## src/common/sth_pkg.sv

```systemverilog
/*
 * Shared constants and types for the serial terminal handshake block:
 * control and status byte layout, reset values, baud timing, state codes.
 * Assumes a 20 MHz system clock; all users import the whole package.
 */
package sth_pkg;
    localparam int CLK_HZ = 20_000_000;
    localparam int BAUD_DEFAULT = 19200;
    localparam logic [15:0] BAUD_DIV_DEFAULT = 16'(CLK_HZ / BAUD_DEFAULT);
    localparam logic [15:0] BAUD_DIV_MIN = 16'h0004;
    localparam int PAYLOAD_BYTES = 5;
    localparam int PAYLOAD_BITS = 8 * PAYLOAD_BYTES;
    localparam logic [2:0] MAX_LEN = 3'h5;
    localparam int FIFO_DEPTH = 8;
    localparam logic [15:0] IMG_STATUS_BYTE = 16'h01F4;
    localparam logic [15:0] IMG_CONTROL_BYTE = 16'h01F4;
    localparam int CTL_SEND_TOGGLE = 0;
    localparam int CTL_INBOUND_ACK = 1;
    localparam int CTL_SETUP_REQUEST = 2;
    localparam int CTL_LEN_LSB = 4;
    localparam int STS_SEND_ACK = 0;
    localparam int STS_INBOUND_NOTIFY = 1;
    localparam int STS_SETUP_DONE = 2;
    localparam int STS_QUEUE_FULL = 3;
    localparam int STS_LEN_LSB = 4;
    localparam logic [7:0] STATUS_RESET = 8'h00;
    localparam logic PAR_EN_RESET = 1'b1;
    localparam logic PAR_ODD_RESET = 1'b0;
    localparam logic [7:0] EMUL_ADDR = 8'h63;
    localparam logic [7:0] TENS_WEIGHT = 8'h0A;
    localparam logic [1:0] ADDR_SETTLE = 2'h3;
    typedef enum logic [1:0] {
        ST_RUN = 2'b00,
        ST_SETUP = 2'b01,
        ST_READY = 2'b10
    } sth_main_state_type;
endpackage

```

## src/verilog/sth_fifo.sv

```systemverilog
/*
 * Synchronous FIFO with valid/ready on both sides and a flush input.
 * Assumes DEPTH is a power of two; one clock, clock enable freezes it.
 */
`timescale 1ns/1ns
`default_nettype none
module sth_fifo #(
    parameter int WIDTH = 8,
    parameter int DEPTH = 8
) (
    input wire logic i_sys_clk,
    input wire logic i_rst,
    input wire logic i_clk_en,
    input wire logic i_flush,
    input wire logic i_wr_valid,
    output logic o_wr_ready,
    input wire logic [WIDTH-1:0] i_wr_data,
    output logic o_rd_valid,
    input wire logic i_rd_ready,
    output logic [WIDTH-1:0] o_rd_data,
    output logic o_full
);
    localparam int AW = $clog2(DEPTH);
    typedef struct packed {
        logic [DEPTH-1:0][WIDTH-1:0] mem;
        logic [AW-1:0] wp;
        logic [AW-1:0] rp;
        logic [AW:0] cnt;
    } sth_fifo_state_type;
    sth_fifo_state_type s, next_s;
    logic do_wr, do_rd;

    assign o_full = (s.cnt == (AW+1)'(DEPTH));
    assign o_wr_ready = !o_full;
    assign o_rd_valid = (s.cnt != '0);
    assign o_rd_data = s.mem[s.rp];
    assign do_wr = i_wr_valid && o_wr_ready;
    assign do_rd = i_rd_ready && o_rd_valid;

    always_comb begin
        next_s = s;
        if (i_flush) begin
            next_s.wp = '0;
            next_s.rp = '0;
            next_s.cnt = '0;
        end else begin
            if (do_wr) begin
                next_s.mem[s.wp] = i_wr_data;
                next_s.wp = s.wp + 1'b1;
            end
            if (do_rd) begin
                next_s.rp = s.rp + 1'b1;
            end
            next_s.cnt = s.cnt + (AW+1)'(do_wr) - (AW+1)'(do_rd);
        end
    end

    always_ff @(posedge i_sys_clk or posedge i_rst) begin
        if (i_rst) begin
            s <= '0;
        end else if (i_clk_en) begin
            s <= next_s;
        end
    end
endmodule
`default_nettype wire

```

## src/verilog/sth_uart.sv

```systemverilog
/*
 * Serial character engine: one start bit, eight data bits, optional
 * parity, one stop bit. Assumes a filtered receive line on the same clock.
 */
`timescale 1ns/1ns
`default_nettype none
module sth_uart (
    input wire logic i_sys_clk,
    input wire logic i_rst,
    input wire logic i_clk_en,
    input wire logic i_enable,
    input wire logic [15:0] i_baud_div,
    input wire logic i_parity_en,
    input wire logic i_parity_odd,
    input wire logic i_tx_valid,
    output logic o_tx_ready,
    input wire logic [7:0] i_tx_data,
    output logic o_txd,
    input wire logic i_rxd,
    output logic o_rx_valid,
    output logic [7:0] o_rx_data,
    output logic o_rx_error
);
    typedef struct packed {
        logic tx_busy;
        logic [15:0] tx_timer;
        logic [3:0] tx_left;
        logic [10:0] tx_sh;
        logic txd;
        logic rx_busy;
        logic [15:0] rx_timer;
        logic [3:0] rx_left;
        logic [10:0] rx_sh;
        logic rx_valid;
        logic [7:0] rx_data;
        logic rx_err;
    } sth_uart_state_type;
    sth_uart_state_type s, next_s;

    assign o_tx_ready = !s.tx_busy;
    assign o_txd = s.txd;
    assign o_rx_valid = s.rx_valid;
    assign o_rx_data = s.rx_data;
    assign o_rx_error = s.rx_err;

    always_comb begin
        logic [10:0] nsh;
        logic [7:0] dat;
        nsh = {i_rxd, s.rx_sh[10:1]};
        dat = i_parity_en ? nsh[8:1] : nsh[9:2];
        next_s = s;
        next_s.rx_valid = 1'b0;
        ////////////////////////////////////////////////////////////////
        // Transmit: characters offered while disabled are swallowed
        if (!s.tx_busy) begin
            next_s.txd = 1'b1;
            if (i_tx_valid && i_enable) begin
                next_s.tx_busy = 1'b1;
                next_s.txd = 1'b0;
                next_s.tx_timer = i_baud_div - 16'h0001;
                next_s.tx_sh = {2'h3, (^i_tx_data) ^ i_parity_odd, i_tx_data};
                if (!i_parity_en) begin
                    next_s.tx_sh[8] = 1'b1;
                end
                next_s.tx_left = i_parity_en ? 4'hA : 4'h9;
            end
        end else if (s.tx_timer != 16'h0000) begin
            next_s.tx_timer = s.tx_timer - 16'h0001;
        end else if (s.tx_left == 4'h0) begin
            next_s.tx_busy = 1'b0;
            next_s.txd = 1'b1;
        end else begin
            next_s.txd = s.tx_sh[0];
            next_s.tx_sh = {1'b1, s.tx_sh[10:1]};
            next_s.tx_left = s.tx_left - 4'h1;
            next_s.tx_timer = i_baud_div - 16'h0001;
        end
        ////////////////////////////////////////////////////////////////
        // Receive: sample mid-bit; no holding register, so no overrun
        if (!s.rx_busy) begin
            if (i_enable && !i_rxd) begin
                next_s.rx_busy = 1'b1;
                next_s.rx_timer = {1'b0, i_baud_div[15:1]};
                next_s.rx_left = i_parity_en ? 4'hB : 4'hA;
                next_s.rx_sh = '0;
            end
        end else if (s.rx_timer != 16'h0000) begin
            next_s.rx_timer = s.rx_timer - 16'h0001;
        end else begin
            next_s.rx_sh = nsh;
            next_s.rx_left = s.rx_left - 4'h1;
            next_s.rx_timer = i_baud_div - 16'h0001;
            if (s.rx_left == 4'h1) begin
                next_s.rx_busy = 1'b0;
                next_s.rx_valid = 1'b1;
                next_s.rx_data = dat;
                next_s.rx_err = (i_parity_en ? nsh[0] : nsh[1]) || !nsh[10] ||
                    (i_parity_en && (nsh[9] != ((^dat) ^ i_parity_odd)));
            end
        end
    end

    always_ff @(posedge i_sys_clk or posedge i_rst) begin
        if (i_rst) begin
            s <= '{txd: 1'b1, default: '0};
        end else if (i_clk_en) begin
            s <= next_s;
        end
    end
endmodule
`default_nettype wire

```

## src/verilog/sth_top.sv

```systemverilog
/*
 * Emulated serial terminal: control byte and five payload bytes in,
 * status byte and five payload bytes out, transmit and receive FIFOs,
 * station address selector and the serial line itself.
 * Assumes the control side is synchronous to i_sys_clk; selector
 * switches and the receive line arrive from pins.
 */
`timescale 1ns/1ns
`default_nettype none
module sth_top #(
    parameter int FIFO_WORDS = sth_pkg::FIFO_DEPTH
) (
    input wire logic i_sys_clk,
    input wire logic i_rst,
    input wire logic i_clk_en,
    input wire logic [7:0] i_control_byte,
    input wire logic [sth_pkg::PAYLOAD_BITS-1:0] i_send_payload,
    input wire logic [3:0] i_addr_units,
    input wire logic [3:0] i_addr_tens,
    input wire logic [15:0] i_cfg_baud_div,
    input wire logic i_cfg_parity_en,
    input wire logic i_cfg_parity_odd,
    input wire logic i_rxd,
    output logic [7:0] o_status_byte,
    output logic [sth_pkg::PAYLOAD_BITS-1:0] o_inbound_payload,
    output logic o_txd,
    output logic o_emul_active,
    output logic [7:0] o_station_addr
);
    import sth_pkg::*;

    typedef struct packed {
        sth_main_state_type mstate;
        logic [1:0] settle;
        logic addr_taken;
        logic [7:0] station;
        logic emul;
        logic [7:0] sw_s1;
        logic [7:0] sw_s2;
        logic [7:0] sw_s3;
        logic rxd_s1;
        logic rxd_s2;
        logic rxd_s3;
        logic rxd_f;
        logic [15:0] baud_div;
        logic par_en;
        logic par_odd;
        logic snd_busy;
        logic [2:0] snd_left;
        logic [2:0] snd_idx;
        logic [PAYLOAD_BITS-1:0] snd_buf;
        logic in_busy;
        logic [2:0] in_cnt;
        logic [PAYLOAD_BITS-1:0] in_buf;
        logic [7:0] status;
    } sth_top_state_type;

    localparam sth_top_state_type TOP_RESET = '{
        mstate: ST_RUN,
        baud_div: BAUD_DIV_DEFAULT,
        par_en: PAR_EN_RESET,
        par_odd: PAR_ODD_RESET,
        status: STATUS_RESET,
        rxd_s1: 1'b1,
        rxd_s2: 1'b1,
        rxd_s3: 1'b1,
        rxd_f: 1'b1,
        default: '0
    };

    sth_top_state_type s, next_s;
    logic setup_req, run;
    logic [2:0] req_len, snd_len_req;
    logic [7:0] addr_calc;
    logic snd_start;
    logic txf_wvalid, txf_wready, txf_rvalid, txf_rready;
    logic [7:0] txf_rdata;
    logic rxf_wvalid, rxf_rvalid, rxf_rready, rxf_full;
    logic [7:0] rxf_rdata;
    logic core_en, rx_valid, rx_err;
    logic [7:0] rx_data;

    assign setup_req = i_control_byte[CTL_SETUP_REQUEST];
    assign run = (s.mstate == ST_RUN) && !setup_req;
    assign req_len = i_control_byte[CTL_LEN_LSB +: 3];
    assign snd_len_req = (req_len > MAX_LEN) ? MAX_LEN : req_len;
    assign addr_calc = 8'(s.sw_s3[7:4] * TENS_WEIGHT + {4'h0, s.sw_s3[3:0]});
    assign snd_start = run && !s.snd_busy &&
        (i_control_byte[CTL_SEND_TOGGLE] != s.status[STS_SEND_ACK]);
    assign core_en = s.emul && run;

    ////////////////////////////////////////////////////////////////////
    // Data path: transmit queue feeds the line, line feeds receive queue

    sth_fifo #(.WIDTH(8), .DEPTH(FIFO_WORDS)) u_tx_fifo (
        .i_sys_clk(i_sys_clk),
        .i_rst(i_rst),
        .i_clk_en(i_clk_en),
        .i_flush(setup_req),
        .i_wr_valid(txf_wvalid),
        .o_wr_ready(txf_wready),
        .i_wr_data(s.snd_buf[8*s.snd_idx +: 8]),
        .o_rd_valid(txf_rvalid),
        .i_rd_ready(txf_rready),
        .o_rd_data(txf_rdata),
        .o_full()
    );

    sth_fifo #(.WIDTH(8), .DEPTH(FIFO_WORDS)) u_rx_fifo (
        .i_sys_clk(i_sys_clk),
        .i_rst(i_rst),
        .i_clk_en(i_clk_en),
        .i_flush(setup_req),
        .i_wr_valid(rxf_wvalid),
        .o_wr_ready(),
        .i_wr_data(rx_data),
        .o_rd_valid(rxf_rvalid),
        .i_rd_ready(rxf_rready),
        .o_rd_data(rxf_rdata),
        .o_full(rxf_full)
    );

    sth_uart u_uart (
        .i_sys_clk(i_sys_clk),
        .i_rst(i_rst),
        .i_clk_en(i_clk_en),
        .i_enable(core_en),
        .i_baud_div(s.baud_div),
        .i_parity_en(s.par_en),
        .i_parity_odd(s.par_odd),
        .i_tx_valid(txf_rvalid),
        .o_tx_ready(txf_rready),
        .i_tx_data(txf_rdata),
        .o_txd(o_txd),
        .i_rxd(s.rxd_f),
        .o_rx_valid(rx_valid),
        .o_rx_data(rx_data),
        .o_rx_error(rx_err)
    );

    // Characters arriving into a full queue are simply not accepted
    assign rxf_wvalid = rx_valid && !rx_err && core_en;
    assign txf_wvalid = run && s.snd_busy && (s.snd_left != 3'h0);
    assign rxf_rready = run && s.in_busy && rxf_rvalid && (s.in_cnt != MAX_LEN);

    ////////////////////////////////////////////////////////////////////
    // Control state

    always_comb begin
        next_s = s;
        next_s.sw_s1 = {i_addr_tens, i_addr_units};
        next_s.sw_s2 = s.sw_s1;
        next_s.sw_s3 = s.sw_s2;
        next_s.rxd_s1 = i_rxd;
        next_s.rxd_s2 = s.rxd_s1;
        next_s.rxd_s3 = s.rxd_s2;
        if (s.rxd_s2 == s.rxd_s3) begin
            next_s.rxd_f = s.rxd_s3;
        end

        // Selector is caught once after reset and then never again
        if (!s.addr_taken) begin
            if (s.settle != ADDR_SETTLE) begin
                next_s.settle = s.settle + 2'h1;
            end else if (s.sw_s2 == s.sw_s3) begin
                next_s.addr_taken = 1'b1;
                next_s.station = addr_calc;
                next_s.emul = (addr_calc == EMUL_ADDR);
            end
        end

        unique case (s.mstate)
            ST_RUN: begin
                if (setup_req) begin
                    next_s.mstate = ST_SETUP;
                end
            end
            ST_SETUP: begin
                next_s.mstate = setup_req ? ST_READY : ST_RUN;
            end
            ST_READY: begin
                if (!setup_req) begin
                    next_s.mstate = ST_RUN;
                end
            end
        endcase

        if (setup_req) begin
            // Port off, transfers abandoned, format reloaded
            next_s.snd_busy = 1'b0;
            next_s.in_busy = 1'b0;
            next_s.par_en = i_cfg_parity_en;
            next_s.par_odd = i_cfg_parity_odd;
            if (s.emul && i_cfg_baud_div >= BAUD_DIV_MIN) begin
                next_s.baud_div = i_cfg_baud_div;
            end else begin
                next_s.baud_div = BAUD_DIV_DEFAULT;
            end
            // Toggle pairs are levelled so no stale request survives
            next_s.status[STS_SEND_ACK] = i_control_byte[CTL_SEND_TOGGLE];
            next_s.status[STS_INBOUND_NOTIFY] = i_control_byte[CTL_INBOUND_ACK];
            next_s.status[STS_LEN_LSB +: 3] = 3'h0;
        end else if (s.mstate == ST_RUN) begin
            // Send side
            if (snd_start) begin
                next_s.snd_busy = 1'b1;
                next_s.snd_left = snd_len_req;
                next_s.snd_idx = 3'h0;
                next_s.snd_buf = i_send_payload;
            end else if (s.snd_busy) begin
                if (s.snd_left == 3'h0) begin
                    next_s.snd_busy = 1'b0;
                    next_s.status[STS_SEND_ACK] = !s.status[STS_SEND_ACK];
                end else if (txf_wready) begin
                    next_s.snd_idx = s.snd_idx + 3'h1;
                    next_s.snd_left = s.snd_left - 3'h1;
                end
            end
            // Inbound side: a new set starts only after the last was acked
            if (!s.in_busy) begin
                if (i_control_byte[CTL_INBOUND_ACK] == s.status[STS_INBOUND_NOTIFY] && rxf_rvalid) begin
                    next_s.in_busy = 1'b1;
                    next_s.in_cnt = 3'h0;
                end
            end else if (rxf_rready) begin
                next_s.in_buf[8*s.in_cnt +: 8] = rxf_rdata;
                next_s.in_cnt = s.in_cnt + 3'h1;
            end else begin
                next_s.in_busy = 1'b0;
                next_s.status[STS_LEN_LSB +: 3] = s.in_cnt;
                next_s.status[STS_INBOUND_NOTIFY] = !s.status[STS_INBOUND_NOTIFY];
            end
        end

        next_s.status[STS_SETUP_DONE] = (next_s.mstate == ST_READY);
        next_s.status[STS_QUEUE_FULL] = rxf_full;
        next_s.status[7] = 1'b0;
    end

    always_ff @(posedge i_sys_clk or posedge i_rst) begin
        if (i_rst) begin
            s <= TOP_RESET;
        end else if (i_clk_en) begin
            s <= next_s;
        end
    end

    assign o_status_byte = s.status;
    assign o_inbound_payload = s.in_buf;
    assign o_emul_active = s.emul;
    assign o_station_addr = s.station;
endmodule
`default_nettype wire

```

## config.mk

```make
export PLATFORM = sky130hd
export DESIGN_NAME = sth_top
export DESIGN_NICKNAME = d
export VERILOG_FILES = /design/src/common/sth_pkg.sv /design/src/verilog/sth_fifo.sv /design/src/verilog/sth_uart.sv /design/src/verilog/sth_top.sv
export SDC_FILE = /design/constraint.sdc
export NUM_CORES = 1
export LEC_CHECK = 0
export BUFFER_PORTS_ARGS = -buffer_cell sky130_fd_sc_hd__buf_2
export CAP_MARGIN = 5
export CORE_MARGIN = 5
export CORE_UTILIZATION = 30
export CTS_CLUSTER_DIAMETER = 80
export CTS_CLUSTER_SIZE = 24
export DETAILED_ROUTE_END_ITERATION = 16
export SETUP_SLACK_MARGIN = 0.4
export SYNTH_ARGS = -nofsm -noshare
export SYNTH_HDL_FRONTEND = slang
export SYNTH_HIERARCHICAL = 1
export SYNTH_SLANG_ARGS = --single-unit
export TNS_END_PERCENT = 1
```

## constraint.sdc

```tcl
create_clock -name i_sys_clk -period 4.8 [get_ports i_sys_clk]
set_clock_uncertainty 0.15 [all_clocks]
set_input_delay 0.48 -clock i_sys_clk [delete_from_list [all_inputs] [get_ports i_sys_clk]]
set_output_delay 0.48 -clock i_sys_clk [all_outputs]
set_load 0.05 [all_outputs]
```

==> impl_metrics.toml <==
[setup_path]
worstSetupPathType = "register to register"
worstPathMaxFanout = 21
r2r_slack_ns = 1.13
crit_required_ns = 5.14
r2r-end = "u_uart/s[48]$_DFFE_PP0P_"
r2r_start = "s[157]$_DFFE_PP0P_"
arrival_ns = 4.00
critPathCaptureType = "register"
r2r_cells = 9
cp-start-kind = "register"

[floorplan]
rows = 94
die_w_um = 268.1
die_h_um = 268.1
core_region_area_sq_um = 65860
num_io_pins = 136
dieArea_sq_um = 71870
start_util_pct = 30.34

[power]
ir_worst_vdd_uv = 287.9
leakage_nw = 10.30
cellPowerDensity_nw_per_um2 = 388.7

[sta]
slew_headroom_pct = 26.05
rsz0062_at_grt = "false"
drv_slew = 0
timing.final.crit_share_pct = 76.36
fmax_mhz = 272.8
tightest_slew_ns = 1.109
finalSetupViolations = 0
hold_viol = 0
fin_crit_ns = 3.665
totalNegativeSetupSlack_ns = 0

[outcome]
outcome = "complete, no violations"

[global_route]
grt_max_degree = 118
grt_pass1_wl_mm = 78.15
grt_pass1_vias = 14030
overflow = 0
grtUsageTotal_pct = 13.18
antenna_found_initial = 3

[routing]
remaining_drc_errors = 0
first_pass_iters = 5
drtIter0Drc = 732
num_vias = 13630
via_per_inst = 5.084
avgRoutedWirePerCell_um = 17.98
wl_mm = 48.19
ant_nets = 0

[synthesis]
yosys-top-cells-area = "dfrtp_1 46%, mux2_2 13%, mux4_2 4.5%"
yosysSeqAreaShare_pct = 47.64
avgSynthCellArea_sq_um = 11.76
synth_nets = 1825
yosysUniqueCellTypes = 91
synthCells = 1699
ys_warn_count = 6
yosys.area.top_type = "dfrtp_1"
synth-edff-count = 0
async_flop_share_pct = 100.0
yosys-top-cells-count = "371 x dfrtp_1, 228 x mux2_2, 118 x nand2_1, 85 x o21ai_0, 80 x nor2_1"
syn_area_sq_um = 19980
synth-seq-cells = 380
synth_most_common_cell = "dfrtp_1"
synth_ff_type = "dfrtp_1"
netlist.area_leader.share_pct = 46.46

[cts]
cts_hold_buf = 67
post_cts_buffers = 0
clk_pin_slew_ns = 0.09
cts_root_buffer = "clkbuf_16"
cts_resized = 0
cts_buffers = 27
cts_max_level = 1
cts_tree = "built"
clockBufferDepth = 3
clkSinkCount = 380
insertion_delay_ns = 0.60

[worst_hold_path]
worstHoldStart = "i_rxd"
hold_end = "next_s[119]$_DFFE_PP1P_"
hold_depth = 2
hold_path.class = "input port to register"

[placement]
portBuffers = 132
place_congestion = 0.8291
dp_hpwl_mm = 33.49

[finish]
fin_nets = 1922
area_delta_synth_final_pct = 13.49
fin_util_pct = 34.43
drive_above_1_share_pct = 30.58

[job]
drv_cap = 0
placed cells by master (no fill, tap or decap), types with 8 or more instances in the layout:
| cell | synthesis | routed |
|---|---|---|
| a21bo_2 | 19 | 19 |
| a21o_1 | 11 | 11 |
| a21oi_1 | 38 | 38 |
| a221oi_1 | 19 | 19 |
| a22o_1 | 21 | 21 |
| a22oi_1 | 17 | 17 |
| a31oi_1 | 11 | 11 |
| and3_1 | 10 | 10 |
| buf_2 | 27 | 131 |
| buf_4 | 68 | 16 |
| clkbuf_16 | 0 | 27 |
| dfrtp_1 | 371 | 371 |
| dfstp_2 | 9 | 9 |
| dlygate4sd3_1 | 0 | 67 |
| ha_1 | 44 | 44 |
| inv_1 | 69 | 65 |
| inv_2 | 6 | 9 |
| mux2_2 | 228 | 228 |
| mux2i_1 | 14 | 14 |
| mux4_2 | 40 | 40 |
| nand2_1 | 118 | 118 |
| nand2b_1 | 16 | 16 |
| nand3_1 | 21 | 20 |
| nand4_1 | 25 | 25 |
| nor2_1 | 80 | 80 |
| nor2b_1 | 10 | 10 |
| nor3_1 | 25 | 25 |
| nor3b_1 | 8 | 8 |
| nor4_1 | 8 | 8 |
| o211ai_1 | 11 | 11 |
| o21ai_0 | 85 | 85 |
| o22ai_1 | 19 | 19 |
| o2bb2ai_1 | 11 | 11 |
| xnor2_1 | 35 | 35 |
| xor2_1 | 23 | 23 |
cells by family (layout without fill, tap and decap cells):
| family | count (synthesis) | count (layout) | share of synthesized area (%) |
|---|---|---|---|
| buffers and inverters | 222 | 338 | 5.917 |
| adder cells (fa/ha/maj) | 48 | 48 | 3.156 |
| flip-flops | 380 | 380 | 47.64 |
| multiplexers | 286 | 286 | 18.28 |
| other | 1 | 2 | 0.01877 |
| XOR/XNOR | 59 | 59 | 2.655 |
| AND/OR/NAND/NOR | 396 | 396 | 11.65 |
| AO/OA/AOI/OAI | 307 | 307 | 10.68 |
cell type report:
cell class              count  area, sq um
well taps                 864         1081
inverters                  75        285.3
fillers                  6458        43180
flip-flops and latches    380         9520
clock buffers              29        703.2
multi-input cells        1097         9285
diodes                      1        2.502
clock inverters            19        335.3
repair buffers            215         1466
routing by layer:
metal | global-route usage (%) | part of all wire (%) | routed length, um
met1 | 18.36 | 46 | 22210
met2 | 21.90 | 47 | 22640
met3 | 2.124 | 5.0 | 2401
met4 | 2.754 | 1.9 | 920
met5 | 0 | 0.044 | 21
report_power, final:
part	switching [W]	total [W]	internal, W	leakage (nW)
registers	0.000445	0.00409	0.00364	5.02
clock network	0.00135	0.00272	0.00137	0.508
logic	0.00107	0.00201	0.000936	4.77
total	0.00287	0.00881	0.00595	10.3
state kept, by name, indices dropped and copies added (netlist names):
signal             cells
next_s                18
o_emul_active          1
o_inbound_payload     40
o_station_addr         8
o_status_byte          7
s                     84
u_rx_fifo/s           74
u_tx_fifo/s           74
u_uart/o_rx_data       8
u_uart/o_rx_error      1
u_uart/o_rx_valid      1
u_uart/o_txd           1
u_uart/s              63
how the worst max path moves through the flow:
stage          slack, ns                          to          startpoint  depth (start not counted)
6_report            1.13    u_uart/s[48]$_DFFE_PP0P_  s[157]$_DFFE_PP0P_                          9
2_1_floorplan       1.80  u_rx_fifo/s[2]$_DFFE_PP0P_  s[157]$_DFFE_PP0P_                         12
4_1_cts             1.13    u_uart/s[48]$_DFFE_PP0P_  s[157]$_DFFE_PP0P_                          9
3_3_place_gp        1.29    u_uart/s[50]$_DFFE_PP0P_  s[157]$_DFFE_PP0P_                          9
5_1_grt             0.79    u_uart/s[54]$_DFFE_PP0P_  s[157]$_DFFE_PP0P_                          9
3_5_place_dp        1.12    u_uart/s[48]$_DFFE_PP0P_  s[157]$_DFFE_PP0P_                          9
stage by stage:
stage / instances / area, sq um / worst slack [ns] / total power, W / hold slack (ns)
floorplan: 1699 / 19990 / 1.804 / 0.005604 / 0.2810
global placement: 2564 / 20970 / 1.294 / 0.006012 / 0.2968
detailed placement: 2564 / 20970 / 1.124 / 0.006114 / 0.3048
CTS: 2679 / 22680 / 1.127 / 0.008917 / 0.01758
global route: 2679 / 22680 / 0.7932 / 0.009355 / 0.01787
finish: 2680 / 22680 / 1.135 / 0.008815 / 0.03302
worst max-delay path, stage by stage (launching register included):
cell and delay (ns):
dfrtp_1 0.44, inv_1 0.10, ha_1 0.43, and3_1 0.35, and3b_1 0.62, a21oi_1 0.21
nor2_1 0.29, nand2_1 0.45, a221oi_1 0.42, nor2_1 0.08
(Power assumes the default switching activity.)
